$ cat src/rtl/scic_consts.svh
/*
 Offsets, field positions, reset values and timing counts of the servo
 command input conditioning block.
 Assumes inclusion by bare name from the design files.
*/
`ifndef SCIC_CONSTS_SVH
`define SCIC_CONSTS_SVH

// Register bus
`define SCIC_ADDR_W 8
`define SCIC_OFS_CTRL 8'h00
`define SCIC_OFS_NUM1 8'h04
`define SCIC_OFS_NUM2 8'h08
`define SCIC_OFS_STAT 8'h0c
`define SCIC_OFS_POS 8'h10
`define SCIC_RESP_OKAY 2'h0
`define SCIC_RESP_DECERR 2'h3

// Control word fields
`define SCIC_CTRL_FMT_LSB 0
`define SCIC_CTRL_IGN_BIT 2
`define SCIC_CTRL_BRK_BIT 3
`define SCIC_CTRL_VEL_BIT 4

// Status word fields
`define SCIC_STAT_PINS_LSB 0
`define SCIC_STAT_GEAR_BIT 8
`define SCIC_STAT_SPD_LSB 9
`define SCIC_STAT_CWI_BIT 11
`define SCIC_STAT_CCWI_BIT 12
`define SCIC_STAT_DB_BIT 13

// Reset values
`define SCIC_RST_FMT 2'h0
`define SCIC_RST_IGNORE 1'h1
`define SCIC_RST_BRAKE 1'h0
`define SCIC_RST_VEL 1'h0
`define SCIC_RST_NUM 16'h0001

// Timing
`define SCIC_CLK_MHZ 250
`define SCIC_FILT_NS 16
`define SCIC_FILT_CYC ((`SCIC_FILT_NS * `SCIC_CLK_MHZ + 999) / 1000)
`define SCIC_FILT_CNT_W 3

`endif

$ cat src/rtl/scic_pkg.sv
/*
 Types of the servo command input conditioning block.
 Assumes nothing of its surroundings.
*/
package scic_pkg;

    typedef enum logic [1:0] {
        FMT_QUAD,
        FMT_CWCCW,
        FMT_STEPDIR,
        FMT_RSVD
    } scic_fmt_t;

    // Host connector levels, 1 = connected to the common return
    typedef struct packed {
        logic step_input_pos;
        logic step_input_neg;
        logic direction_input_pos;
        logic direction_input_neg;
        logic preset_speed_select_bit0;
        logic preset_speed_select_bit1;
        logic clockwise_limit_input;
        logic counter_clockwise_limit_input;
    } scic_pins_t;

    typedef struct packed {
        scic_fmt_t pulse_format_setting;
        logic overtravel_ignore_setting;
        logic overtravel_brake_setting;
        logic velocity_mode;
        logic [15:0] first_ratio_numerator;
        logic [15:0] second_ratio_numerator;
    } scic_cfg_t;

endpackage

$ cat src/rtl/scic_top.sv
/*
 Command input conditioning of a servo drive: pulse train decoding,
 ratio numerator switching, preset speed select and overtravel inhibit,
 with settings and status over AXI4-Lite.
 Assumes pins synchronous-sampled on MCLK_IN, one AXI master.
*/
// Behaviour
// - Gear switch closed selects second numerator, outside velocity mode only
// - Velocity mode: two selects form speed code
// - Open clockwise limit blocks clockwise torque
// - Open counter-clockwise limit blocks its torque
// - Ignore setting 1 disables both limits
// - Active limit with brake setting 0 brakes
// - Decode quadrature, cw/ccw or step/direction
`timescale 1ns/1ps
`include "scic_consts.svh"
module scic_top (
    // Clock and reset
    input wire logic MCLK_IN,
    input wire logic RESET_IN,
    // AXI4-Lite write address and data
    input wire logic AXI_AWVALID_IN,
    output logic AXI_AWREADY_OUT,
    input wire logic [`SCIC_ADDR_W-1:0] AXI_AWADDR_IN,
    input wire logic AXI_WVALID_IN,
    output logic AXI_WREADY_OUT,
    input wire logic [31:0] AXI_WDATA_IN,
    input wire logic [3:0] AXI_WSTRB_IN,
    // AXI4-Lite write response
    output logic AXI_BVALID_OUT,
    input wire logic AXI_BREADY_IN,
    output logic [1:0] AXI_BRESP_OUT,
    // AXI4-Lite read
    input wire logic AXI_ARVALID_IN,
    output logic AXI_ARREADY_OUT,
    input wire logic [`SCIC_ADDR_W-1:0] AXI_ARADDR_IN,
    output logic AXI_RVALID_OUT,
    input wire logic AXI_RREADY_IN,
    output logic [31:0] AXI_RDATA_OUT,
    output logic [1:0] AXI_RRESP_OUT,
    // Host connector, 1 = connected to the common return
    input wire logic STEP_INPUT_POS_IN,
    input wire logic STEP_INPUT_NEG_IN,
    input wire logic DIRECTION_INPUT_POS_IN,
    input wire logic DIRECTION_INPUT_NEG_IN,
    input wire logic PRESET_SPEED_SELECT_BIT0_IN,
    input wire logic PRESET_SPEED_SELECT_BIT1_IN,
    input wire logic CLOCKWISE_LIMIT_INPUT_IN,
    input wire logic COUNTER_CLOCKWISE_LIMIT_INPUT_IN,
    // Drive side
    output logic COUNT_UP_OUT,
    output logic COUNT_DOWN_OUT,
    output logic [15:0] RATIO_NUMERATOR_OUT,
    output logic [1:0] PRESET_SPEED_CODE_OUT,
    output logic CW_TORQUE_INHIBIT_OUT,
    output logic CCW_TORQUE_INHIBIT_OUT,
    output logic DYNAMIC_BRAKE_OUT
);
    scic_pkg::scic_pins_t raw;
    scic_pkg::scic_pins_t flt;
    scic_pkg::scic_cfg_t cfg;
    logic line_a, line_b, a_q, b_q, quad_x, quad_y;
    logic next_up, next_down, gear2, honour, cw_inh, ccw_inh;
    logic [31:0] position;
    logic [31:0] rd_word;
    logic aw_got, w_got, wr_fire;
    logic [`SCIC_ADDR_W-1:0] wr_addr;
    logic [31:0] wr_data;
    logic [3:0] wr_strb;
    logic [31:0] ctrl_m;

    function automatic logic rise(input logic now, input logic old);
        return now & ~old;
    endfunction

    function automatic logic [31:0] merge(input logic [31:0] old,
            input logic [31:0] data, input logic [3:0] strb);
        logic [31:0] res;
        res = old;
        for (int i = 0; i < 4; i++) begin
            if (strb[i]) begin
                res[8*i +: 8] = data[8*i +: 8];
            end
        end
        return res;
    endfunction

    function automatic logic mapped(input logic [`SCIC_ADDR_W-1:0] a);
        return a == `SCIC_OFS_CTRL || a == `SCIC_OFS_NUM1 ||
            a == `SCIC_OFS_NUM2 || a == `SCIC_OFS_STAT ||
            a == `SCIC_OFS_POS;
    endfunction

    function automatic logic [31:0] ctrl_word(
            input scic_pkg::scic_cfg_t c);
        logic [31:0] w;
        w = 32'h00000000;
        w[`SCIC_CTRL_FMT_LSB +: 2] = c.pulse_format_setting;
        w[`SCIC_CTRL_IGN_BIT] = c.overtravel_ignore_setting;
        w[`SCIC_CTRL_BRK_BIT] = c.overtravel_brake_setting;
        w[`SCIC_CTRL_VEL_BIT] = c.velocity_mode;
        return w;
    endfunction

    assign raw = {STEP_INPUT_POS_IN, STEP_INPUT_NEG_IN,
        DIRECTION_INPUT_POS_IN, DIRECTION_INPUT_NEG_IN,
        PRESET_SPEED_SELECT_BIT0_IN, PRESET_SPEED_SELECT_BIT1_IN,
        CLOCKWISE_LIMIT_INPUT_IN, COUNTER_CLOCKWISE_LIMIT_INPUT_IN};

    scic_input_filter u_filter (
        .clk_in(MCLK_IN),
        .reset_in(RESET_IN),
        .raw_in(raw),
        .flt_out(flt)
    );

    // Differential pair reads active when the positive leg alone is high
    assign line_a = flt.step_input_pos & ~flt.step_input_neg;
    assign line_b = flt.direction_input_pos & ~flt.direction_input_neg;
    assign quad_x = line_a ^ b_q;
    assign quad_y = line_b ^ a_q;
    assign gear2 = ~cfg.velocity_mode & flt.preset_speed_select_bit0;
    assign honour = ~cfg.overtravel_ignore_setting;
    assign cw_inh = honour & ~flt.clockwise_limit_input;
    assign ccw_inh = honour & ~flt.counter_clockwise_limit_input;

    always_comb begin
        next_up = 1'b0;
        next_down = 1'b0;
        unique case (cfg.pulse_format_setting)
            scic_pkg::FMT_QUAD: begin
                next_up = quad_x & ~quad_y;
                next_down = quad_y & ~quad_x;
            end
            scic_pkg::FMT_CWCCW: begin
                next_up = rise(line_a, a_q) & ~rise(line_b, b_q);
                next_down = rise(line_b, b_q) & ~rise(line_a, a_q);
            end
            scic_pkg::FMT_STEPDIR: begin
                next_up = rise(line_a, a_q) & ~line_b;
                next_down = rise(line_a, a_q) & line_b;
            end
            scic_pkg::FMT_RSVD: begin
            end
        endcase
    end

    always_ff @(posedge MCLK_IN) begin
        if (RESET_IN) begin
            a_q <= 1'b0;
            b_q <= 1'b0;
            COUNT_UP_OUT <= 1'b0;
            COUNT_DOWN_OUT <= 1'b0;
            position <= 32'h00000000;
        end else begin
            a_q <= line_a;
            b_q <= line_b;
            COUNT_UP_OUT <= next_up;
            COUNT_DOWN_OUT <= next_down;
            if (next_up) begin
                position <= position + 32'h00000001;
            end else if (next_down) begin
                position <= position - 32'h00000001;
            end
        end
    end

    always_ff @(posedge MCLK_IN) begin
        if (RESET_IN) begin
            RATIO_NUMERATOR_OUT <= `SCIC_RST_NUM;
            PRESET_SPEED_CODE_OUT <= 2'h0;
            CW_TORQUE_INHIBIT_OUT <= 1'b0;
            CCW_TORQUE_INHIBIT_OUT <= 1'b0;
            DYNAMIC_BRAKE_OUT <= 1'b0;
        end else begin
            RATIO_NUMERATOR_OUT <= gear2 ? cfg.second_ratio_numerator :
                cfg.first_ratio_numerator;
            PRESET_SPEED_CODE_OUT <= cfg.velocity_mode ?
                {flt.preset_speed_select_bit1,
                 flt.preset_speed_select_bit0} : 2'h0;
            CW_TORQUE_INHIBIT_OUT <= cw_inh;
            CCW_TORQUE_INHIBIT_OUT <= ccw_inh;
            DYNAMIC_BRAKE_OUT <= (cw_inh | ccw_inh) &
                ~cfg.overtravel_brake_setting;
        end
    end

    // Write path: address and data taken in either order
    assign wr_fire = aw_got & w_got & ~AXI_BVALID_OUT;

    always_ff @(posedge MCLK_IN) begin
        if (RESET_IN) begin
            AXI_AWREADY_OUT <= 1'b0;
            aw_got <= 1'b0;
            wr_addr <= '0;
        end else if (AXI_AWVALID_IN && AXI_AWREADY_OUT) begin
            AXI_AWREADY_OUT <= 1'b0;
            aw_got <= 1'b1;
            wr_addr <= AXI_AWADDR_IN;
        end else if (wr_fire) begin
            aw_got <= 1'b0;
        end else if (!aw_got && !AXI_BVALID_OUT) begin
            AXI_AWREADY_OUT <= 1'b1;
        end
    end

    always_ff @(posedge MCLK_IN) begin
        if (RESET_IN) begin
            AXI_WREADY_OUT <= 1'b0;
            w_got <= 1'b0;
            wr_data <= 32'h00000000;
            wr_strb <= 4'h0;
        end else if (AXI_WVALID_IN && AXI_WREADY_OUT) begin
            AXI_WREADY_OUT <= 1'b0;
            w_got <= 1'b1;
            wr_data <= AXI_WDATA_IN;
            wr_strb <= AXI_WSTRB_IN;
        end else if (wr_fire) begin
            w_got <= 1'b0;
        end else if (!w_got && !AXI_BVALID_OUT) begin
            AXI_WREADY_OUT <= 1'b1;
        end
    end

    always_ff @(posedge MCLK_IN) begin
        if (RESET_IN) begin
            AXI_BVALID_OUT <= 1'b0;
            AXI_BRESP_OUT <= `SCIC_RESP_OKAY;
        end else if (wr_fire) begin
            AXI_BVALID_OUT <= 1'b1;
            AXI_BRESP_OUT <= mapped(wr_addr) ? `SCIC_RESP_OKAY :
                `SCIC_RESP_DECERR;
        end else if (AXI_BREADY_IN) begin
            AXI_BVALID_OUT <= 1'b0;
        end
    end

    // Settings; status and position words ignore writes
    assign ctrl_m = merge(ctrl_word(cfg), wr_data, wr_strb);

    always_ff @(posedge MCLK_IN) begin
        if (RESET_IN) begin
            cfg.pulse_format_setting <= scic_pkg::scic_fmt_t'(`SCIC_RST_FMT);
            cfg.overtravel_ignore_setting <= `SCIC_RST_IGNORE;
            cfg.overtravel_brake_setting <= `SCIC_RST_BRAKE;
            cfg.velocity_mode <= `SCIC_RST_VEL;
            cfg.first_ratio_numerator <= `SCIC_RST_NUM;
            cfg.second_ratio_numerator <= `SCIC_RST_NUM;
        end else if (wr_fire && wr_addr == `SCIC_OFS_CTRL) begin
            cfg.pulse_format_setting <=
                scic_pkg::scic_fmt_t'(ctrl_m[`SCIC_CTRL_FMT_LSB +: 2]);
            cfg.overtravel_ignore_setting <= ctrl_m[`SCIC_CTRL_IGN_BIT];
            cfg.overtravel_brake_setting <= ctrl_m[`SCIC_CTRL_BRK_BIT];
            cfg.velocity_mode <= ctrl_m[`SCIC_CTRL_VEL_BIT];
        end else if (wr_fire && wr_addr == `SCIC_OFS_NUM1) begin
            cfg.first_ratio_numerator <= 16'(merge(
                {16'h0000, cfg.first_ratio_numerator},
                wr_data, wr_strb));
        end else if (wr_fire && wr_addr == `SCIC_OFS_NUM2) begin
            cfg.second_ratio_numerator <= 16'(merge(
                {16'h0000, cfg.second_ratio_numerator},
                wr_data, wr_strb));
        end
    end

    always_comb begin
        rd_word = 32'h00000000;
        unique case (AXI_ARADDR_IN)
            `SCIC_OFS_CTRL: rd_word = ctrl_word(cfg);
            `SCIC_OFS_NUM1: rd_word[15:0] = cfg.first_ratio_numerator;
            `SCIC_OFS_NUM2: rd_word[15:0] = cfg.second_ratio_numerator;
            `SCIC_OFS_STAT: begin
                rd_word[`SCIC_STAT_PINS_LSB +: 8] = flt;
                rd_word[`SCIC_STAT_GEAR_BIT] = gear2;
                rd_word[`SCIC_STAT_SPD_LSB +: 2] = PRESET_SPEED_CODE_OUT;
                rd_word[`SCIC_STAT_CWI_BIT] = CW_TORQUE_INHIBIT_OUT;
                rd_word[`SCIC_STAT_CCWI_BIT] = CCW_TORQUE_INHIBIT_OUT;
                rd_word[`SCIC_STAT_DB_BIT] = DYNAMIC_BRAKE_OUT;
            end
            `SCIC_OFS_POS: rd_word = position;
            default: rd_word = 32'h00000000;
        endcase
    end

    always_ff @(posedge MCLK_IN) begin
        if (RESET_IN) begin
            AXI_ARREADY_OUT <= 1'b0;
            AXI_RVALID_OUT <= 1'b0;
            AXI_RDATA_OUT <= 32'h00000000;
            AXI_RRESP_OUT <= `SCIC_RESP_OKAY;
        end else if (AXI_ARVALID_IN && AXI_ARREADY_OUT) begin
            AXI_ARREADY_OUT <= 1'b0;
            AXI_RVALID_OUT <= 1'b1;
            AXI_RDATA_OUT <= rd_word;
            AXI_RRESP_OUT <= mapped(AXI_ARADDR_IN) ? `SCIC_RESP_OKAY :
                `SCIC_RESP_DECERR;
        end else if (AXI_RVALID_OUT && AXI_RREADY_IN) begin
            AXI_RVALID_OUT <= 1'b0;
        end else if (!AXI_RVALID_OUT) begin
            AXI_ARREADY_OUT <= 1'b1;
        end
    end
endmodule

$ cat src/rtl/scic_input_filter.sv
/*
 Two-flop synchroniser and per-bit deglitch filter for the host pins.
 Assumes one clock and a synchronous active-high reset.
*/
`timescale 1ns/1ps
`include "scic_consts.svh"
module scic_input_filter (
    // Clock and reset
    input wire logic clk_in,
    input wire logic reset_in,
    // Pins
    input wire scic_pkg::scic_pins_t raw_in,
    output scic_pkg::scic_pins_t flt_out
);
    localparam int W = $bits(scic_pkg::scic_pins_t);
    localparam logic [`SCIC_FILT_CNT_W-1:0] FILT_LAST =
        `SCIC_FILT_CNT_W'(`SCIC_FILT_CYC - 1);

    logic [W-1:0] meta;
    logic [W-1:0] stage2;
    logic [W-1:0] filt;
    logic [`SCIC_FILT_CNT_W-1:0] cnt [W];

    assign flt_out = scic_pkg::scic_pins_t'(filt);

    always_ff @(posedge clk_in) begin
        if (reset_in) begin
            meta <= '0;
            stage2 <= '0;
            filt <= '0;
            for (int i = 0; i < W; i++) begin
                cnt[i] <= '0;
            end
        end else begin
            meta <= raw_in;
            stage2 <= meta;
            for (int i = 0; i < W; i++) begin
                if (stage2[i] == filt[i]) begin
                    cnt[i] <= '0;
                end else if (cnt[i] == FILT_LAST) begin
                    filt[i] <= stage2[i];
                    cnt[i] <= '0;
                end else begin
                    cnt[i] <= cnt[i] + `SCIC_FILT_CNT_W'(1);
                end
            end
        end
    end
endmodule

$ cat config.mk
export PLATFORM = sky130hd
export DESIGN_NAME = scic_top
export DESIGN_NICKNAME = d
export VERILOG_FILES = /design/src/rtl/scic_pkg.sv /design/src/rtl/scic_top.sv /design/src/rtl/scic_input_filter.sv
export VERILOG_INCLUDE_DIRS = /design/src /design/src/rtl
export SDC_FILE = /design/constraint.sdc
export NUM_CORES = 1
export LEC_CHECK = 0
export ABC_AREA = 1
export BUFFER_PORTS_ARGS = -buffer_cell sky130_fd_sc_hd__buf_2
export CAP_MARGIN = 20
export CORE_MARGIN = 2
export CORE_UTILIZATION = 55
export DETAILED_ROUTE_END_ITERATION = 8
export MAX_ROUTING_LAYER = met4
export PLACE_DENSITY = 0.76
export SLEW_MARGIN = 20
export SYNTH_ARGS = -nofsm -noshare
export SYNTH_HDL_FRONTEND = slang
export SYNTH_HIERARCHICAL = 1
export SYNTH_SLANG_ARGS = --single-unit
$ cat constraint.sdc
create_clock -name MCLK_IN -period 3.95 [get_ports MCLK_IN]
set_clock_uncertainty 0.1 [all_clocks]
set_input_delay 0.79 -clock MCLK_IN [delete_from_list [all_inputs] [get_ports MCLK_IN]]
set_output_delay 0.79 -clock MCLK_IN [all_outputs]
set_load 0.02 [all_outputs]
==> After elaboration in Yosys (flattened, before gate mapping) <==
Memories as Yosys holds them, arrays and structs flattened.
Index checks and enable logic that the tools add are counted.
W data, S select, Z words.
{ "classes": {"n_addsub": 10, "eq_ne": 26, "n_mux": 131, "bitwise": 71, "reduce_logical": 48} }
{ "ops": {"columns": ["cell", "count"], "rows": [
  ["$mux W1", 97],
  ["$mux W3", 24],
  ["$pmux W14 S5", 1],
  ["$mux W32", 2],
  ["$add A32 B1 Y32 const B", 1],
  ["$eq A8 B4 Y1 const B", 4],
  ["$mux W16", 2],
  ["$sub A32 B1 Y32 const B", 1],
  ["$not A1 Y1", 28],
  ["$or A1 B1 Y1", 25],
  ["$add A3 B1 Y3 const B", 8],
  ["$eq A3 B2 Y1 const B", 8],
  ["$reduce_and A2 Y1", 12],
  ["$and A1 B1 Y1", 16],
  ["$eq A8 B3 Y1 const B", 2],
  ["$eq A8 B5 Y1 const B", 2],
  ["$logic_not A8 Y1", 2],
  ["$reduce_bool A2 Y1", 5],
  ["$logic_and A1 B1 Y1", 9],
  ["$eq A1 B1 Y1", 8],
  ["$logic_or A1 B1 Y1", 8],
  ["$reduce_and A4 Y1", 2],
  ["$reduce_or A2 Y1", 4],
  ["$pmux W1 S3", 2],
  ["8 further kinds", 13]
]} }
{ "word_totals": {"ff_bits": 187, "ramBits": 24, "inputBits": 67, "output_inout_bits": 64, "wordCells": 328, "mem_count": 1} }
{ "mem_list": {"columns": ["memory", "depth", "width", "read_ports", "rd_ports_with_merged_regs", "write_ports", "line", "source"], "rows": [
  ["u_filter.cnt", 8, 3, 8, 0, 8, "scic_input_filter.sv:22", "logic [`SCIC_FILT_CNT_W-1:0] cnt [W];"]
]} }

==> Longest topological paths before layout <==
{ "logic_depth": {"ltp_word": 8, "mapped_depth": 21, "ltp_nobuf": 21} }

==> Cells and area by module <==
The synthesis kept the hierarchy.
{ "modules_own_cells": {"columns": ["mod", "instances", "cells_per_inst", "area_each_um2"], "rows": [
  ["scic_top", 1, 1233, 8499.4],
  ["scic_input_filter", 1, 220, 2080.7]
]} }

==> Worst setup path before layout <==
Ideal clock, no wire load.
{ "synth_timing": {"path_type": "register -> register", "startpoint": "reg cfg[35] in the netlist's numbering", "endpoint": "reg position[22]", "setup_ns": 0.109, "t_arrival_ns": 2.615, "t_required_ns": 3.741, "slack_ns": 1.126, "path_stages_with_launch": 20, "path_buffers": 0, "period_less_slack_ns": 2.824, "path_cell_list": "dfxtp_1 > inv_1 > ha_1 > nand2_1 > nor2_1 > nor2_1 > inv_2 > nand2_4 > inv_2 > fa_1 > o21ai_2 > nand2_1 > nand2_1 > nand2_1 > nand2_1 > nand2_1 > nand3_1 > nand3_1 > nand2_1 > inv_1"} }
{ "synth_via": {"elab_chain_len": 3, "word_cells_on_any_way": 7, "cone_classes": "2 x eq/ne; 3 x mux; 2 x reduce/logical"} }
{ "synth_rtl": {"columns": ["item", "line", "source"], "rows": [
  ["start, declared", "scic_top.sv:61", "scic_pkg::scic_cfg_t cfg;"],
  ["$eq A2 B2 Y1 (tied with other cells)", "scic_top.sv:130", "unique case (cfg.pulse_format_setting)"],
  ["$pmux W1 S3 (*)", "scic_top.sv:130", null],
  ["via next_up", "scic_top.sv:63", "logic next_up, next_down, gear2, honour, cw_inh, ccw_inh;"],
  ["$mux W32 or $reduce_bool A2 Y1 (tied branches)", null, null],
  ["end signal, assigned", "scic_top.sv:161", "position <= position + 32'h00000001;"],
  ["end signal, assigned", "scic_top.sv:163", "position <= position - 32'h00000001;"],
  ["end, declared", "scic_top.sv:64", "logic [31:0] position;"]
]} }
The timed path passes the listed nets; every way through them passes the cells marked *.
A chain may end at the register's enable or synchronous reset.

==> Worst setup path after layout <==
Same ends and word-level chain as after synthesis.

==> results_dict.tcl <==
set metrics [dict create \
    status "complete, no violations" \
    cts.clk_slew.worst_paths_ns 0.06 \
    synth_edf_count 24 \
    hp-class "register to register" \
    cp_data_required_time_ns 4.26 \
    cts_tree "yes" \
    port-buffer-count 112 \
    floorplan.initialDensity_pct 56.4 \
    die_h_um 143 \
    synthAdderAreaFrac_pct 6.46 \
    synth_xor_area_share_pct 1.24 \
    antenna_found_initial 0 \
    grt_pass1_wl_mm 41.8 \
    syn_to_final_growth_pct 14.6 \
    wl_met3_mm 1.70 \
    clock_latency_ns 0.50 \
    grt_pass1_vias 8665 \
    drv_slew 0 \
    async_reset_ff_share_pct 0 \
    rsz0062_at_grt "no" \
    place_hpwl_mm 18.9 \
    timing.final.crit_share_pct 85.5 \
    netlist_area_um2 10600 \
    gp_congestion 0.958 \
    die_x_um 143 \
    yosys.area_share.simple_pct 24.3 \
    syn_area_per_cell_um2 7.28 \
    hp-start "u_filter/meta[3]" \
    dpl_worst_slack_ns 0.605 \
    tns_ns 0 \
    clockBufferDepth 3 \
    max_freq_mhz 296 \
    p_leak_uw 0.00593 \
    synth_top_family_by_area "simple AND/OR/NAND/NOR gates" \
    cts_setup_buffers 0 \
    reg2reg_to "position[22]" \
    postRouteAntennaNets 0 \
    path_class "register to register" \
    ir_drop_v 0.000405 \
    numCtsBuffers 23 \
    final_util_pct 64.6 \
    core_area_um2 18800 \
    power_uw 6150 \
    tightest_slew_ns 0.855 \
    num_antenna_cells 0 \
    nets 1688 \
    synthMuxAreaShare_pct 0 \
    via_per_inst 5.23 \
    seq_area_frac_synth_pct 41.8 \
    ys_seq_elements 209 \
    first_pass_iters 5 \
    min_period_ns 3.38 \
    synthCells 1453 \
    min_to "u_filter/stage2[3]" \
    yosys_warnings 6 \
    drc 0 \
    cts_hold_buf 0 \
    setup_ws_ns 0.573 \
    grt_remaining_overflow 0 \
    synth_flop_cell "dfxtp_1" \
    n_fill_cell 1645 \
    clock-sinks 209 \
    critPathMaxFanout 36 \
    vias 9517 \
    hold_viol 0 \
    start_kind "register" \
    grt_max_degree 142 \
    dp.cells 1776 \
    synth_cell_types 48 \
    ios 131 \
    reg2reg_slack_ns 0.57 \
    worstRegToRegCells 19 \
    setup_viol 0 \
    drt-initial-drc-count 806 \
    relSlewSlack_pct 43.0 \
    wl_per_cell_um 14.3 \
    root_buffer "clkbuf_16" \
    worstPathArrival_ns 3.69 \
    final_cell_mix "nand2_1, inv_1, dfxtp_1, nor2_1, a21oi_1" \
    cts-resized-gates 0 \
    end_kind "register" \
    num_rows 50 \
    wl_met2_mm 12.1 \
    dieArea_um2 20400 \
    p_per_area_nw_per_um2 507 \
    wirelength_mm 25.9 \
    rr_startpoint "cfg[35]" \
    final_cells 1818 \
    wl_met1_mm 11.3 \
    grt_usage_pct 26.2 \
    layout_commonest_cell "nand2_1" \
    synth_compound_area_share_pct 15.4 \
    htree_levels 1 \
    cap_violations 0 \
    drive_above_1_share_pct 12.3 \
    hold_depth 2 \
    top_layer_used "met4" \
]
## critical path: stages, from the launching register on
cell and delay (ns):
dfxtp_1 0.36, inv_1 0.10, ha_1 0.30, nand2_1 0.06, nor2_1 0.04, nor2_1 0.18, inv_2 0.06, nand2_4 0.37
inv_2 0.11, fa_1 0.51, o21ai_2 0.25, nand2_1 0.08, nand2_1 0.12, nand2_1 0.07, nand2_1 0.17, nand2_1 0.10
nand3_1 0.08, nand3_1 0.08, nand2_1 0.08, inv_1 0.03
## cell families (layout without fill, tap and decap cells)
| logic type | after synthesis | after routing |
|---|---|---|
| AOI/OAI and AO/OA | 302 | 302 |
| xor gates and xnor gates | 15 | 15 |
| adders and majority gates | 54 | 54 |
| buffers and inverters | 283 | 391 |
| DFF | 209 | 209 |
| other | 1 | 24 |
| and+or+nand+nor | 589 | 589 |
## stage by stage
stage | instance area, um^2 | hold slack, ns
after CTS | 12100 | 0.294
final | 12100 | 0.295
after global routing | 12100 | 0.307
after detailed placement | 11300 | 0.292
after global placement | 11300 | 0.291
after floorplan | 10700 | 0.288
## state kept, by name, summed over array words and instances, names as in the netlist, 2 cells and up
name	cells
wr_data	16
u_filter/meta	8
wr_strb	2
position	32
RATIO_NUMERATOR_OUT	16
u_filter/cnt	24
AXI_RDATA_OUT	32
PRESET_SPEED_CODE_OUT	2
cfg	37
u_filter/stage2	8
wr_addr	8
u_filter/flt_out	8
## area by class of cell
class	instances	area, um^2	share of cell area [%]
Multi-Input combinational cell	984	5110	42.1
Inverter	233	877	7.23
Timing Repair Buffer	116	603	4.97
Tap cell	234	293	2.41
Sequential cell	209	4420	36.5
Clock buffer	32	679	5.60
Clock inverter	10	143	1.18
## synthesized netlist by cell type, drive strengths merged (4+ instances only)
library cell	number	area, um^2
edfxtp	24	721
o21ai	125	629
o211ai	4	30.0
nand3	102	551
a21oi	136	681
xnor2	11	96.3
o21bai	6	45.0
clkbuf	27	101
ha	53	663
nand2	294	1130
nor3	21	133
nand3b	4	30.0
xor2	4	35.0
o31ai	13	97.6
inv	232	871
buf	23	161
dfxtp	185	3700
o2111ai	7	61.3
nor2	160	658
## how the worst max path moves through the flow
stage / startpoint / endpoint / depth (start not counted)
floorplan: cfg[35] / position[22] / 19
global placement: cfg[35] / position[30] / 20
CTS: cfg[35] / position[22] / 19
finish: cfg[35] / position[22] / 19
detailed placement: cfg[35] / position[22] / 19
global route: u_filter/flt_out[4] / position[30] / 20
## layer usage
layer  GRT usage, %  up-vias
li1               -     4921
met1           33.4     4256
met2           43.1      291
met3           3.96       49
met4           8.03        0
met5              -        -
## power breakdown
| part | leakage (uW) | internal [uW] | switching (uW) | total, uW |
|---|---|---|---|---|
| combinational | 0.00376 | 530 | 1020 | 1550 |
| clock | 0.000409 | 1410 | 866 | 2270 |
| sequential | 0.00175 | 2250 | 72.8 | 2330 |
| total | 0.00593 | 4190 | 1960 | 6150 |
(Power assumes the default switching activity.)
